$ cat src/hw/sdmap_params.svh
// Constants for the SDRAM access address mapper.
`ifndef SDMAP_PARAMS_SVH
`define SDMAP_PARAMS_SVH
`define SDMAP_NUM_CS        4
`define SDMAP_ADDR_W        15
`define SDMAP_AP_BIT        10
`define SDMAP_BA1_PIN       14
`define SDMAP_BA0_PIN       13
`define SDMAP_BURST_16      4'h8
`define SDMAP_BURST_32      4'h4
`define SDMAP_HSIZE_WORD    3'h2
`define SDMAP_HRESP_OKAY    2'h0
`define SDMAP_HRESP_ERROR   2'h1
`define SDMAP_CFG_W         8
`define SDMAP_CFG_WP_BIT    7
`define SDMAP_CFG_W16_BIT   6
`define SDMAP_CFG_AM_HI     2
`define SDMAP_CFG_AM_LO     0
`define SDMAP_AM_W          3
`endif

$ cat src/hw/sdmap_pkg.sv
// Types for the SDRAM access address mapper.
package sdmap_pkg;
  typedef enum logic [2:0] {
    SDMAP_AM_RBC_1MX16  = 3'h0,
    SDMAP_AM_RBC_2MX8   = 3'h1,
    SDMAP_AM_RBC_8MX16  = 3'h2,
    SDMAP_AM_RBC_16MX8  = 3'h3,
    SDMAP_AM_RBC_8MX32  = 3'h4,
    SDMAP_AM_BRC_1MX16  = 3'h5
  } sdmap_map_t;
  typedef enum logic [2:0] {
    SDMAP_IDLE = 3'b000,
    SDMAP_ROW  = 3'b011,
    SDMAP_COL  = 3'b010,
    SDMAP_WAIT = 3'b001,
    SDMAP_ERR1 = 3'b100,
    SDMAP_ERR2 = 3'b101
  } sdmap_state_t;
endpackage

$ cat src/hw/sdmap_top.sv
// AHB to SDRAM row, bank and column address mapper.
`timescale 1ns/1ps
`include "sdmap_params.svh"
// Notes on behaviour
// - Each dynamic chip select has its own write-protect configuration bit.
// - Writes to protected chip selects get AHB ERROR and are not performed.
// - Narrow chip selects stall AHB; the two halfword column reads of one transfer are assembled into one word.
// - Transfers wider than a word get an AHB ERROR response.
// - The address-map field of each chip select picks its address mapping.
// - Auto-precharge flag is driven on A10 in every column phase.
// - Burst length is 8 for 16-bit devices, 4 for 32-bit devices.
// - 32-bit 1Mx16 ROW_BANK_COLUMN_ORDER: row 21..11, BA0=bit 10, column 9..2.
// - 32-bit 2Mx8 ROW_BANK_COLUMN_ORDER: row 22..12, BA1=bit 11, column 10..2.
// - 32-bit 8Mx16 ROW_BANK_COLUMN_ORDER: row 24..13, BA1=11, BA0=12, column 10..2.
// - 32-bit 16Mx8 ROW_BANK_COLUMN_ORDER: row 25..14, BA1=13, BA0=12, column 11..2.
// - 32-bit 8Mx32 ROW_BANK_COLUMN_ORDER: row 24..12, BA1=11, BA0=10, column 9..2.
// - 32-bit 1Mx16 BANK_ROW_COLUMN_ORDER: BA1=bit 21, row 20..10, column 9..2.
// - 16-bit chip selects do two column transfers, lowest column bit 0 then 1.
module sdmap_top
  import sdmap_pkg::*;
(
  // Clock and reset
  input  wire logic                          clk,
  input  wire logic                          rst_n,
  // Per chip select configuration
  input  wire logic [`SDMAP_CFG_W*`SDMAP_NUM_CS-1:0] dynamic_chip_config,
  // AHB slave
  input  wire logic                          hsel,
  input  wire logic [1:0]                    htrans,
  input  wire logic                          hwrite,
  input  wire logic [2:0]                    hsize,
  input  wire logic [31:0]                   haddr,
  input  wire logic [1:0]                    hcs,
  input  wire logic [31:0]                   hwdata,
  output logic                               hready_out,
  output logic [1:0]                         hresp,
  output logic [31:0]                        hrdata,
  // SDRAM side
  output logic [`SDMAP_ADDR_W-1:0]           sd_addr,
  output logic                               sd_row_phase,
  output logic                               sd_col_phase,
  output logic                               sd_write,
  output logic [3:0]                         sd_burst_len,
  output logic [1:0]                         sd_cs,
  output logic [31:0]                        sd_wdata,
  input  wire logic [31:0]                   sd_rdata,
  input  wire logic                          sd_done
);
  // ----------------------------------------------------------------
  // Address mapping functions
  // ----------------------------------------------------------------
  function automatic logic [`SDMAP_ADDR_W-1:0] map_row(input logic [2:0] am, input logic [31:0] a);
    logic [`SDMAP_ADDR_W-1:0] r;
    r = '0;
    case (am)
      SDMAP_AM_RBC_1MX16: begin
        r[10:0] = a[21:11];
        r[`SDMAP_BA0_PIN] = a[10];
      end
      SDMAP_AM_RBC_2MX8: begin
        r[10:0] = a[22:12];
        r[`SDMAP_BA1_PIN] = a[11];
      end
      SDMAP_AM_RBC_8MX16: begin
        r[11:0] = a[24:13];
        r[`SDMAP_BA1_PIN] = a[11];
        r[`SDMAP_BA0_PIN] = a[12];
      end
      SDMAP_AM_RBC_16MX8: begin
        r[11:0] = a[25:14];
        r[`SDMAP_BA1_PIN] = a[13];
        r[`SDMAP_BA0_PIN] = a[12];
      end
      SDMAP_AM_RBC_8MX32: begin
        r[12:0] = a[24:12];
        r[`SDMAP_BA1_PIN] = a[11];
        r[`SDMAP_BA0_PIN] = a[10];
      end
      SDMAP_AM_BRC_1MX16: begin
        r[10:0] = a[20:10];
        r[`SDMAP_BA1_PIN] = a[21];
      end
      default: r = '0;
    endcase
    return r;
  endfunction

  // Bank pins reuse the row-phase function so both phases can never differ.
  function automatic logic [`SDMAP_ADDR_W-1:0] map_col(input logic [2:0] am, input logic [31:0] a,
                                                      input logic w16, input logic hi);
    logic [`SDMAP_ADDR_W-1:0] c;
    logic [`SDMAP_ADDR_W-1:0] r;
    c = '0;
    r = map_row(am, a);
    c[`SDMAP_BA1_PIN] = r[`SDMAP_BA1_PIN];
    c[`SDMAP_BA0_PIN] = r[`SDMAP_BA0_PIN];
    case (am)
      SDMAP_AM_RBC_2MX8, SDMAP_AM_RBC_8MX16: c[8:0] = a[10:2];
      SDMAP_AM_RBC_16MX8:                    c[9:0] = a[11:2];
      default:                               c[7:0] = a[9:2];
    endcase
    c[`SDMAP_AP_BIT] = 1'b1;
    // Narrow chip selects keep the column and put the half index on the lowest pin.
    if (w16) begin
      c[0] = hi;
    end
    return c;
  endfunction

  // ----------------------------------------------------------------
  // Request decode
  // ----------------------------------------------------------------
  logic [`SDMAP_CFG_W-1:0] cfg;
  logic                    req;
  assign cfg = dynamic_chip_config[hcs*`SDMAP_CFG_W +: `SDMAP_CFG_W];
  assign req = hsel && htrans[1] && hready_out;

  // ----------------------------------------------------------------
  // Sequencer
  // ----------------------------------------------------------------
  sdmap_state_t state_reg, state_next;
  logic [31:0]  addr_reg, addr_next;
  logic [2:0]   am_reg, am_next;
  logic         w16_reg, w16_next;
  logic         half_reg, half_next;
  logic         wr_reg, wr_next;
  logic [1:0]   cs_reg, cs_next;
  logic [31:0]  wdat_reg, wdat_next;
  logic         ready_reg, ready_next;
  logic [1:0]   resp_reg, resp_next;
  logic [`SDMAP_ADDR_W-1:0] sda_reg, sda_next;
  logic         rowp_reg, rowp_next, colp_reg, colp_next;
  logic [3:0]   bl_reg, bl_next;
  logic         wb_lo, wb_hi, wb_full;

  always_comb begin
    state_next = state_reg;
    addr_next  = addr_reg;
    am_next    = am_reg;
    w16_next   = w16_reg;
    half_next  = half_reg;
    wr_next    = wr_reg;
    cs_next    = cs_reg;
    wdat_next  = wdat_reg;
    ready_next = ready_reg;
    resp_next  = `SDMAP_HRESP_OKAY;
    sda_next   = sda_reg;
    rowp_next  = 1'b0;
    colp_next  = 1'b0;
    bl_next    = bl_reg;
    wb_lo      = 1'b0;
    wb_hi      = 1'b0;
    wb_full    = 1'b0;
    case (state_reg)
      SDMAP_IDLE: begin
        if (req) begin
          if (hsize > `SDMAP_HSIZE_WORD || (hwrite && cfg[`SDMAP_CFG_WP_BIT])) begin
            ready_next = 1'b0;
            resp_next  = `SDMAP_HRESP_ERROR;
            state_next = SDMAP_ERR1;
          end else begin
            addr_next  = haddr;
            am_next    = cfg[`SDMAP_CFG_AM_HI:`SDMAP_CFG_AM_LO];
            w16_next   = cfg[`SDMAP_CFG_W16_BIT];
            wr_next    = hwrite;
            cs_next    = hcs;
            half_next  = 1'b0;
            ready_next = 1'b0;
            state_next = SDMAP_WAIT;
          end
        end
      end
      SDMAP_WAIT: begin
        // Write data arrives one cycle after the address phase.
        wdat_next  = hwdata;
        sda_next   = map_row(am_reg, addr_reg);
        rowp_next  = 1'b1;
        bl_next    = w16_reg ? `SDMAP_BURST_16 : `SDMAP_BURST_32;
        state_next = SDMAP_ROW;
      end
      SDMAP_ROW: begin
        if (sd_done) begin
          sda_next = map_col(am_reg, addr_reg, w16_reg, half_reg);
          colp_next  = 1'b1;
          state_next = SDMAP_COL;
        end else begin
          rowp_next = 1'b1;
        end
      end
      SDMAP_COL: begin
        if (sd_done) begin
          wb_full = !w16_reg && !wr_reg;
          wb_lo   = w16_reg && !wr_reg && !half_reg;
          wb_hi   = w16_reg && !wr_reg && half_reg;
          if (w16_reg && !half_reg) begin
            half_next  = 1'b1;
            sda_next   = map_col(am_reg, addr_reg, w16_reg, 1'b1);
            // The high half moves down so the write data pin still comes from a register.
            wdat_next  = {16'h0, wdat_reg[31:16]};
            colp_next  = 1'b1;
          end else begin
            ready_next = 1'b1;
            state_next = SDMAP_IDLE;
          end
        end else begin
          colp_next = 1'b1;
        end
      end
      SDMAP_ERR1: begin
        resp_next  = `SDMAP_HRESP_ERROR;
        ready_next = 1'b1;
        // Idle during the second error cycle, so a transfer offered then is not lost.
        state_next = SDMAP_IDLE;
      end
      SDMAP_ERR2: begin
        state_next = SDMAP_IDLE;
      end
      default: state_next = SDMAP_IDLE;
    endcase
  end

  always_ff @(posedge clk) begin
    if (!rst_n) begin
      state_reg <= SDMAP_IDLE;
      addr_reg  <= 32'h0;
      am_reg    <= 3'h0;
      w16_reg   <= 1'b0;
      half_reg  <= 1'b0;
      wr_reg    <= 1'b0;
      cs_reg    <= 2'h0;
      wdat_reg  <= 32'h0;
      ready_reg <= 1'b1;
      resp_reg  <= `SDMAP_HRESP_OKAY;
      sda_reg   <= '0;
      rowp_reg  <= 1'b0;
      colp_reg  <= 1'b0;
      bl_reg    <= `SDMAP_BURST_32;
    end else begin
      state_reg <= state_next;
      addr_reg  <= addr_next;
      am_reg    <= am_next;
      w16_reg   <= w16_next;
      half_reg  <= half_next;
      wr_reg    <= wr_next;
      cs_reg    <= cs_next;
      wdat_reg  <= wdat_next;
      ready_reg <= ready_next;
      resp_reg  <= resp_next;
      sda_reg   <= sda_next;
      rowp_reg  <= rowp_next;
      colp_reg  <= colp_next;
      bl_reg    <= bl_next;
    end
  end

  // ----------------------------------------------------------------
  // Read word assembly
  // ----------------------------------------------------------------
  sdmap_word_buf u_buf (
    .clk     (clk),
    .rst_n   (rst_n),
    .wr_lo   (wb_lo),
    .wr_hi   (wb_hi),
    .wr_full (wb_full),
    .wr_data (sd_rdata),
    .rd_data (hrdata)
  );

  assign hready_out   = ready_reg;
  assign hresp        = resp_reg;
  assign sd_addr      = sda_reg;
  assign sd_row_phase = rowp_reg;
  assign sd_col_phase = colp_reg;
  assign sd_write     = wr_reg;
  assign sd_burst_len = bl_reg;
  assign sd_cs        = cs_reg;
  // A 16-bit bus sends the low half first, then the high half.
  assign sd_wdata     = wdat_reg;
endmodule

$ cat src/hw/sdmap_word_buf.sv
// Small register that assembles two halfwords into one word.
`timescale 1ns/1ps
`include "sdmap_params.svh"
module sdmap_word_buf
  import sdmap_pkg::*;
(
  // Clock and reset
  input  wire logic        clk,
  input  wire logic        rst_n,
  // Write side
  input  wire logic        wr_lo,
  input  wire logic        wr_hi,
  input  wire logic        wr_full,
  input  wire logic [31:0] wr_data,
  // Read side
  output logic      [31:0] rd_data
);
  logic [31:0] word_reg;
  logic [31:0] word_next;

  always_comb begin
    word_next = word_reg;
    if (wr_full) begin
      word_next = wr_data;
    end else if (wr_lo) begin
      word_next[15:0] = wr_data[15:0];
    end else if (wr_hi) begin
      word_next[31:16] = wr_data[15:0];
    end
  end

  always_ff @(posedge clk) begin
    if (!rst_n) begin
      word_reg <= 32'h0;
    end else begin
      word_reg <= word_next;
    end
  end

  assign rd_data = word_reg;
endmodule

$ cat config.mk
export PLATFORM = sky130hd
export DESIGN_NAME = sdmap_top
export DESIGN_NICKNAME = d
export VERILOG_FILES = /design/src/hw/sdmap_pkg.sv /design/src/hw/sdmap_top.sv /design/src/hw/sdmap_word_buf.sv
export VERILOG_INCLUDE_DIRS = /design/src /design/src/hw
export SDC_FILE = /design/constraint.sdc
export NUM_CORES = 1
export LEC_CHECK = 0
export BUFFER_PORTS_ARGS = -buffer_cell sky130_fd_sc_hd__buf_2
export CAP_MARGIN = 40
export CORE_MARGIN = 2
export CORE_UTILIZATION = 35
export CTS_BUF_LIST = sky130_fd_sc_hd__clkbuf_16
export CTS_CLUSTER_SIZE = 16
export DETAILED_ROUTE_END_ITERATION = 7
export GPL_ROUTABILITY_DRIVEN = 0
export GPL_TIMING_DRIVEN = 0
export PLACE_DENSITY_LB_ADDON = 0.1
export SLEW_MARGIN = 20
export SYNTH_ARGS = -nofsm -noshare
export SYNTH_HDL_FRONTEND = slang
export SYNTH_SLANG_ARGS = --single-unit
$ cat constraint.sdc
create_clock -name clk -period 2.7 [get_ports clk]
set_clock_uncertainty 0.2 [all_clocks]
set_input_delay 0.54 -clock clk [delete_from_list [all_inputs] [get_ports clk]]
set_output_delay 0.54 -clock clk [all_outputs]
set_load 0.03 [all_outputs]
==> results.md, run 1 <==
* Status: complete, no violations
* CP most frequent cell: clkbuf_1
* Port bufs at 203
* CP max FO at 10
* NumNets Final at 1031
* Placed insts at 1088
* Layout cell share with drive strength beyond 1 at 31.5%
* Achievable frequency at 425 MHz
* Final Setup Violations at 0
* Commonest non-fill, non-tap cell in the layout: buf_2
* DP HPWL at 15300 um
* Post-route ant nets at 0
* Die X at 132 um
* Placement-stage worst setup slack at 0.0631 ns
* Power per cell area at 621 mW/mm^2
* Syn Inst Count at 667
* Ys Warns at 0
* Crit-path max cell delay at 0.48 ns
* Post-synth top flop: dfxtp_1
* Area growth, synth to finish at 32.2%
* Post-DR vias/cell at 5.26
* Slew Viols, Final at 0
* RSZ-0062 raised after global routing: no
* Worst Path Arrival at 2.42 ns
* Routed len/inst at 17.5 um
* Post-synth EDFFs at 0
* Pint at 3.41 mW
* Worst Setup Start Kind: flip-flop
* Final cell count without fillers at 1121
* Worst hold path type: in2reg
* Required @ worst endpoint at 2.77 ns
* Total number of vias at 5894
* Synth async-reset ratio at 0%
* DRT Pass-1 Iters at 6
* Area after DPL at 0.00702 mm^2
* Total track usage at 22.4%
* Leak Pwr at 3.10 nW
* Sequential area share after synthesis at 42.0%
* Final hold violation count at 0
* Starting DRT DRC Count at 235
* Max Buffers Root-to-Sink at 2
* Grt ovf at 0
* # fillers at 1648
* Tmin final at 2.35 ns
* Root Driver: clkbuf_16
* Slew margin rel. at 54.4%
* Setup TNS Final at 0 ns
* Worst-margin pin slew at 0.683 ns
* WS Path Type: reg2reg
* Row cnt at 46
* Register share of total power at 40.3%
* Critical Path End Type: flip-flop
* CP top delay family: buffers and inverters
* Reg clk slew, reported paths at 0.05 ns
* Clock sinks at 120
* Worst path cell trace: clkbuf_1 > clkbuf_1 > nand3b_1 > o21ai_0 > a221oi_1 > o22ai_1
* Most frequent cells in the layout: buf_2, dfxtp_1, a21oi_1, nand2_1, o21ai_1
* Multi-input logic area at 0.00301 mm^2
* Sequential cell area at 0.00240 mm^2
* Drt total wl at 19600 um
* Clock Latency Late Sink at 0.42 ns
* Yosys cell types at 58
* Max cap viols at 0
* CP max-delay cell: clkbuf_1
* CTS Hold Bufs at 0
* Die height at 132 um
* Number of global-route vias before repair at 5784
* CTS tree: done
* Buffer and inverter count on the worst path at 2
* Mean post-synth cell area at 8.58 um^2
* Sw Ratio at 27.4%
* Mapped cell area at 0.00572 mm^2
* Power share of the clock group at 44.6%
* Comb pwr share at 15.1%
* Design area at 0.00756 mm^2
* H-tree level count at 4
* Tcrit/Tclk final at 87.2%
* CTS resizes at 0
* Postcts setup bufs at 0
* Total CTS buffers at 17
* Initial antenna violation count at 0
* Core area at 0.0159 mm^2
* Yosys reg bits at 120
* Worst ir drop on vdd at 0.459 mV
* Drt drc at 0
* NetSw at 1.29 mW
* Setup WS post-layout at 0.346 ns
* Die ar. at 0.0174 mm^2
* Largest net degree at the start of global routing at 17
* I/O pins at 231
* Final Util at 47.4%
* Initial Util at 35.9%
* First-pass GRT wire length at 30900 um
[final timing paths]
kind         slack, ns  cells past startpoint                        endpoint                            from
max               0.35                      6         sd_addr[7]$_SDFFE_PN0P_          am_reg[0]$_SDFFE_PN0P_
min               0.17                      3       sd_wdata[29]$_SDFFE_PN0P_                      hwdata[29]
max reg2reg       0.35                      6         sd_addr[7]$_SDFFE_PN0P_          am_reg[0]$_SDFFE_PN0P_
min reg2reg       0.25                      2  u_buf.rd_data[18]$_SDFFE_PN0P_  u_buf.rd_data[18]$_SDFFE_PN0P_
[worst reg2reg max path, stage by stage, from the launching register on]
cell and delay, ns:
dfxtp_1 0.30, clkbuf_1 0.34, clkbuf_1 0.48, nand3b_1 0.18
o21ai_0 0.09, a221oi_1 0.47, o22ai_1 0.16
[per-stage QoR]
stage / hold WS (ns) / power, mW
after floorplan: 0.254 / 2.36
after global placement: 0.242 / 2.62
after detailed placement: 0.250 / 2.63
after CTS: 0.150 / 4.74
after global routing: 0.163 / 4.89
final: 0.170 / 4.69
[routing by layer]
metal	GRT usage (%)	wire length (um)
met1	28.8	8740
met2	36.3	9130
met3	5.84	1400
met4	7.91	333
met5	0	0
[cells in the mapped netlist (4+ instances only)]
cell | number | area [um^2]
o22ai_1 | 10 | 62.6
nor2b_1 | 4 | 25.0
mux4_2 | 5 | 113
a221oi_1 | 6 | 52.6
clkbuf_1 | 43 | 161
o221ai_1 | 6 | 52.6
nand3_1 | 37 | 185
a311oi_1 | 19 | 166
o21ai_1 | 53 | 265
a21oi_2 | 10 | 87.6
o221ai_2 | 10 | 150
buf_4 | 4 | 30.0
nand2_1 | 79 | 297
a21oi_1 | 84 | 420
nand2b_1 | 13 | 81.3
o21ai_0 | 11 | 55.1
dfxtp_1 | 120 | 2400
and2_1 | 8 | 50.1
nor2_1 | 31 | 116
buf_2 | 16 | 80.1
mux2i_1 | 40 | 400
nand3b_1 | 7 | 52.6
[cells by family (layout without fill, tap and decap cells)]
| family | Yosys count | count (layout) | synth area share (%) |
|---|---|---|---|
| AO/OA/AOI/OAI | 229 | 229 | 26.0 |
| buffers and inverters | 71 | 306 | 5.53 |
| flip-flops | 120 | 120 | 42.0 |
| AND/OR/NAND/NOR | 197 | 197 | 16.6 |
| multiplexers | 49 | 49 | 9.75 |
| other | 1 | 4 | 0.0655 |
[area by class of cell]
class                      count  share of cell area (%)
timing repair buffer         203                    13.4
clock buffer                  17                    5.62
antenna                        1                  0.0331
inverter                       6                   0.298
tap                          216                    3.57
multi-input combinational    478                    39.8
clock inverter                15                    1.57
buffer                        65                    3.89
sequential                   120                    31.8
[power groups by stage]
stage                     Clock, mW  Sequential (mW)  Combinational [mW]
after CTS                      2.14             1.89               0.711
after detailed placement          0             1.93               0.709
after floorplan                   0             2.02               0.347
final                          2.09             1.89               0.709
after global placement            0             1.92               0.699
after global routing           2.22             1.90               0.772
Note: power is estimated with default switching activity, not from simulation.
==> run 2: changes to the inputs <==
--- a/config.mk
+++ b/config.mk
@@ -9,7 +9,7 @@
 export BUFFER_PORTS_ARGS = -buffer_cell sky130_fd_sc_hd__buf_2
 export CAP_MARGIN = 40
 export CORE_MARGIN = 2
-export CORE_UTILIZATION = 35
+export CORE_UTILIZATION = 40
 export CTS_BUF_LIST = sky130_fd_sc_hd__clkbuf_16
 export CTS_CLUSTER_SIZE = 16
 export DETAILED_ROUTE_END_ITERATION = 7
==> results.md, run 2 (synthesis gave the netlist of run 1 again) <==
* Worst hold path type: in2reg
* Die X at 124 um (-6.3%)
* Setup TNS Final at 0 ns (unchanged)
* Row cnt at 43 (-6.5%)
* Reg-to-reg slack, setup at 0.31 ns (-0.03 ns)
* Initial Util at 41.1% (+5.2 points)
* Die ar. at 0.0153 mm^2 (-12%)
* Worst path cell trace: buf_2 > nand3b_1 > a221oi_1 > buf_2 > o2111ai_2 > o22ai_1
* Setup crit start: state_reg[1]$_SDFFE_PN0P_
* Tcrit/Tclk final at 88.4% (+1.2 points)
* Starting DRT DRC Count at 548 (+130%)
* Max cap viols at 0 (unchanged)
* Total track usage at 24.2% (+1.8 points)
* Area growth, synth to finish at 31.4%
* Commonest non-fill, non-tap cell in the layout: buf_2
* Leak Pwr at 3.11 nW (+0.14%)
* DP HPWL at 14100 um (-8.2%)
* Register share of total power at 40.2% (about the same)
* Total CTS buffers at 17 (unchanged)
* Comb pwr share at 15.0% (about the same)
* Crit-path max cell delay at 0.40 ns (-0.08 ns)
* Die height at 124 um (-6.3%)
* Drt drc at 0 (unchanged)
* Design area at 0.00752 mm^2 (-0.61%)
* HP Start: hwdata[17]
* CTS tree: done
* Reg2Reg Depth at 6 (unchanged)
* Max Buffers Root-to-Sink at 2 (unchanged)
* First-pass GRT wire length at 28300 um (-8.3%)
* Sequential cell area at 0.00240 mm^2 (unchanged)
* Worst r2r src: state_reg[1]$_SDFFE_PN0P_
* Post-DR vias/cell at 5.52 (+4.9%)
* Hold Path Depth at 3 (unchanged)
* Clock Latency Late Sink at 0.41 ns (about the same)
* DRT Pass-1 Iters at 8 (+2)
* Port bufs at 203 (unchanged)
* Slew margin rel. at 51.3% (-3.1 points)
* # fillers at 1346 (-18%)
* NumNets Final at 1031 (unchanged)
* Status: complete, no violations
* RSZ-0062 raised after global routing: no
* NetSw at 1.29 mW (+0.28%)
* Reg clk slew, reported paths at 0.05 ns (about the same)
* Worst ir drop on vdd at 0.391 mV (-15%)
* Buffer and inverter count on the worst path at 2 (unchanged)
* CP most frequent cell: buf_2
* Number of global-route vias before repair at 5623 (-2.8%)
* Tmin final at 2.39 ns (+0.0336 ns)
* Final hold violation count at 0 (unchanged)
* N_diodes at 0 (-1)
* Worst-margin pin slew at 0.730 ns (+0.0464 ns)
* Initial antenna violation count at 0 (unchanged)
* Final Setup Violations at 0 (unchanged)
* Postcts setup bufs at 0 (unchanged)
* Total number of vias at 5979 (+1.4%)
* Clock sinks at 120 (unchanged)
* Slew Viols, Final at 0 (unchanged)
* Crit Reg-Reg Endpoint: sd_addr[2]$_SDFFE_PN0P_
* Drt total wl at 18500 um (-5.6%)
* Worst Setup Start Kind: flip-flop
* CP max FO at 10 (unchanged)
* I/O pins at 231 (unchanged)
* CTS resizes at 0 (unchanged)
* CTS Hold Bufs at 0 (unchanged)
* Critical Path End Type: flip-flop
* WS Path Type: reg2reg
* H-tree level count at 4 (unchanged)
* Worst Path Arrival at 2.51 ns (+0.09 ns)
* Required @ worst endpoint at 2.83 ns (+0.06 ns)
* Most frequent cells in the layout: buf_2, dfxtp_1, a21oi_1, nand2_1, o21ai_1
* Routed len/inst at 17.1 um (-2.3%)
* Multi-input logic area at 0.00301 mm^2 (unchanged)
* Root Driver: clkbuf_16
* Achievable frequency at 419 MHz (-1.4%)
* Area after DPL at 0.00697 mm^2 (-0.64%)
* Sw Ratio at 27.5% (+0.048 points)
* CP max-delay cell: dfxtp_1
* Core area at 0.0139 mm^2 (-13%)
* Power share of the clock group at 44.8% (+0.2 points)
* CP top delay family: compound AO/OA/AOI/OAI gates
* Post-route ant nets at 0 (unchanged)
* Grt ovf at 0 (unchanged)
* Hold Crit Endpoint: sd_wdata[17]$_SDFFE_PN0P_
* Final Util at 53.9% (+6.5 points)
* Power per cell area at 625 mW/mm^2 (+0.72%)
* Layout cell share with drive strength beyond 1 at 31.7% (+0.22 points)
* Largest net degree at the start of global routing at 17 (unchanged)
* Pint at 3.41 mW (about the same)
-- run 2: cell count changes in the layout (fill, tap and decap cells not counted), sizes merged --
cell	before	now
clkinv	12	10
clkinvlp	0	1
diode	1	0
inv	7	8
-- run 2: through the flow --
stage          power, mW  setup WS (ns)  std cells  hold WS (ns)
2_1_floorplan       2.36          0.475        669         0.254
5_1_grt             4.89          0.165       1084         0.160
3_5_place_dp        2.63        0.00291       1052         0.250
4_1_cts             4.74          0.339       1084         0.151
3_3_place_gp        2.61         0.0401       1052         0.243
6_report            4.70          0.313       1084         0.166
-- run 2: worst min-delay path, cell delays in order --
cell and delay [ns]:
buf_2 0.10, nand2_1 0.04, a21oi_1 0.05
-- run 2: cell type report --
class / count / share of cell area [%]
sequential: 120 / 32.0
tap: 180 / 3.00
clock inverter: 15 / 1.60
clock buffer: 17 / 5.66
multi-input combinational: 478 / 40.1
buffer: 65 / 3.91
inverter: 6 / 0.300
timing repair buffer: 203 / 13.5
-- run 2: per-layer routing --
layer	vias up	track usage, %	wire length (um)
met5	-	0	0
met4	0	8.66	359
met3	26	6.41	1600
met2	260	38.4	8440
met1	2809	31.7	8110
li1	2884	-	-
-- run 2: worst max path at each step --
stage                                           end  depth (start not counted)
after floorplan               half_reg$_SDFFE_PN0P_                          6
after global placement         w16_reg$_SDFFE_PN0P_                          6
after detailed placement  addr_reg[10]$_SDFFE_PN0P_                          6
after CTS                   sd_addr[2]$_SDFFE_PN0P_                          6
after global routing        sd_addr[5]$_SDFFE_PN0P_                          6
final                       sd_addr[2]$_SDFFE_PN0P_                          6
-- run 2: power by group through the flow --
stage / clock (mW) / sequential [mW] / combinational [mW]
6_report: 2.11 / 1.89 / 0.703
5_1_grt: 2.23 / 1.90 / 0.769
4_1_cts: 2.15 / 1.89 / 0.701
3_5_place_dp: 0 / 1.93 / 0.699
3_3_place_gp: 0 / 1.92 / 0.690
2_1_floorplan: 0 / 2.02 / 0.347
==> run 3: changes to the inputs <==
--- a/config.mk
+++ b/config.mk
@@ -6,13 +6,13 @@
 export SDC_FILE = /design/constraint.sdc
 export NUM_CORES = 1
 export LEC_CHECK = 0
-export BUFFER_PORTS_ARGS = -buffer_cell sky130_fd_sc_hd__buf_2
 export CAP_MARGIN = 40
 export CORE_MARGIN = 2
 export CORE_UTILIZATION = 40
 export CTS_BUF_LIST = sky130_fd_sc_hd__clkbuf_16
 export CTS_CLUSTER_SIZE = 16
 export DETAILED_ROUTE_END_ITERATION = 7
+export DONT_BUFFER_PORTS = 1
 export GPL_ROUTABILITY_DRIVEN = 0
 export GPL_TIMING_DRIVEN = 0
 export PLACE_DENSITY_LB_ADDON = 0.1
==> constraint.sdc (replaced) <==
create_clock -name clk -period 2.9 [get_ports clk]
set_clock_uncertainty 0.2 [all_clocks]
set_input_delay 0.58 -clock clk [delete_from_list [all_inputs] [get_ports clk]]
set_output_delay 0.58 -clock clk [all_outputs]
set_load 0.03 [all_outputs]
==> results.md, run 3 (synthesis gave the netlist of run 1 again) <==
* Number of global-route vias before repair at 5111 (-9.1%)
* NumNets Final at 828 (-20%)
* WS Path Type: reg2reg
* Max cap viols at 0 (unchanged)
* CTS Hold Bufs at 0 (unchanged)
* CP max FO at 10 (unchanged)
* Worst ir drop on vdd at 0.377 mV (-3.6%)
* Grt ovf at 0 (unchanged)
* Clock Latency Late Sink at 0.41 ns (about the same)
* Power per cell area at 682 mW/mm^2 (+9.1%)
* H-tree level count at 4 (unchanged)
* Final hold violation count at 0 (unchanged)
* CTS tree: done
* Status: complete, no violations
* Most frequent cells in the layout: dfxtp_1, a21oi_1, nand2_1, o21ai_1, clkbuf_1
* Drt total wl at 17900 um (-3.4%)
* Die height at 124 um (unchanged)
* Setup TNS Final at 0 ns (unchanged)
* DP HPWL at 13600 um (-3.1%)
* N_diodes at 0 (unchanged)
* Placed insts at 849 (-19%)
* Post-route ant nets at 0 (unchanged)
* Final cell count without fillers at 881 (-19%)
* Post-DR vias/cell at 5.93 (+7.6%)
* Required @ worst endpoint at 3.03 ns (+0.20 ns)
* Total number of vias at 5228 (-13%)
* Tcrit/Tclk final at 84.4% (-4.1 points)
* Routed len/inst at 20.3 um (+19%)
* Initial antenna violation count at 0 (unchanged)
* Max Buffers Root-to-Sink at 2 (unchanged)
* Design area at 0.00656 mm^2 (-13%)
* Total CTS buffers at 17 (unchanged)
* Worst-margin pin slew at 0.717 ns (-0.0127 ns)
* Drt drc at 0 (unchanged)
* Area growth, synth to finish at 14.7%
* Worst Setup Start Kind: flip-flop
* Setup WS post-layout at 0.453 ns (+0.141 ns)
* Commonest non-fill, non-tap cell in the layout: dfxtp_1
* Critical Path End Type: flip-flop
* Leak Pwr at 2.17 nW (-30%)
* Worst hold path type: in2reg
* Initial Util at 41.1% (unchanged)
* Port bufs at 0 (-100%)
* Achievable frequency at 409 MHz (-2.4%)
* Placement-stage worst setup slack at 0.134 ns (+0.131 ns)
* Starting DRT DRC Count at 427 (-22%)
* Die X at 124 um (unchanged)
* Layout cell share with drive strength beyond 1 at 12.1% (-20 points)
* Postcts setup bufs at 0 (unchanged)
* First-pass GRT wire length at 26800 um (-5.5%)
* Slew margin rel. at 51.9% (+0.52 points)
* DRT Pass-1 Iters at 5 (-3)
* Core area at 0.0139 mm^2 (unchanged)
* Total track usage at 23.1% (-1.0 points)
* I/O pins at 231 (unchanged)
* Reg clk slew, reported paths at 0.06 ns (about the same)
* Largest net degree at the start of global routing at 17 (unchanged)
* Clock sinks at 120 (unchanged)
* CTS resizes at 0 (unchanged)
* RSZ-0062 raised after global routing: no
* # fillers at 1388 (+3.1%)
* Worst Path Arrival at 2.57 ns (+0.06 ns)
* Row cnt at 43 (unchanged)
* Final Util at 47.1% (-6.8 points)
* Slew Viols, Final at 0 (unchanged)
* Tmin final at 2.45 ns (+0.0594 ns)
* Area after DPL at 0.00596 mm^2 (-15%)
* Final Setup Violations at 0 (unchanged)
* Root Driver: clkbuf_16
* Die ar. at 0.0153 mm^2 (unchanged)
## run 3: cell type report
cell class / instances / area, um^2 / area share (%)
Multi-Input combinational cell: 478 / 3010 / 45.9
Sequential cell: 120 / 2400 / 36.6
Clock buffer: 17 / 425 / 6.48
Buffer: 65 / 294 / 4.48
Tap cell: 180 / 225 / 3.43
Clock inverter: 15 / 183 / 2.78
Inverter: 6 / 22.5 / 0.343
## run 3: worst paths after layout
check                              endpoint                 startpoint  slack (ns)  depth (start not counted)
hold / removal    state_reg[0]$_SDFFE_PN0P_                    sd_done         0.1                          1
setup / recovery    sd_addr[3]$_SDFFE_PN0P_  state_reg[1]$_SDFFE_PN0P_        0.45                          6
hold reg to reg    addr_reg[8]$_SDFFE_PN0P_   addr_reg[8]$_SDFFE_PN0P_        0.28                          2
setup reg to reg    sd_addr[3]$_SDFFE_PN0P_  state_reg[1]$_SDFFE_PN0P_        0.45                          6
## run 3: worst max-delay path: stages, from the launching register on
cell and delay [ns]:
dfxtp_1 0.39, buf_2 0.23, nand3b_1 0.12, a221oi_1 0.37, buf_2 0.37, o2111ai_2 0.37, o22ai_1 0.31
## run 3: per-stage QoR
| step | hold WS [ns] | power, mW |
|---|---|---|
| CTS | 0.0741 | 4.51 |
| floorplan | 0.254 | 2.20 |
| detailed placement | 0.269 | 2.32 |
| global placement | 0.264 | 2.31 |
| global route | 0.0782 | 4.64 |
| finish | 0.0978 | 4.47 |
## run 3: power breakdown
group          switching, mW  total [mW]  internal, mW
Combinational          0.287       0.431         0.144
Sequential             0.147        1.86          1.71
Clock                  0.762        2.18          1.42
## run 3: layer usage
metal,GRT usage (%),share of wire [%]
met3,8.79,10
met2,36.4,46
met5,0,0
met1,28.1,42
met4,10.4,2.5
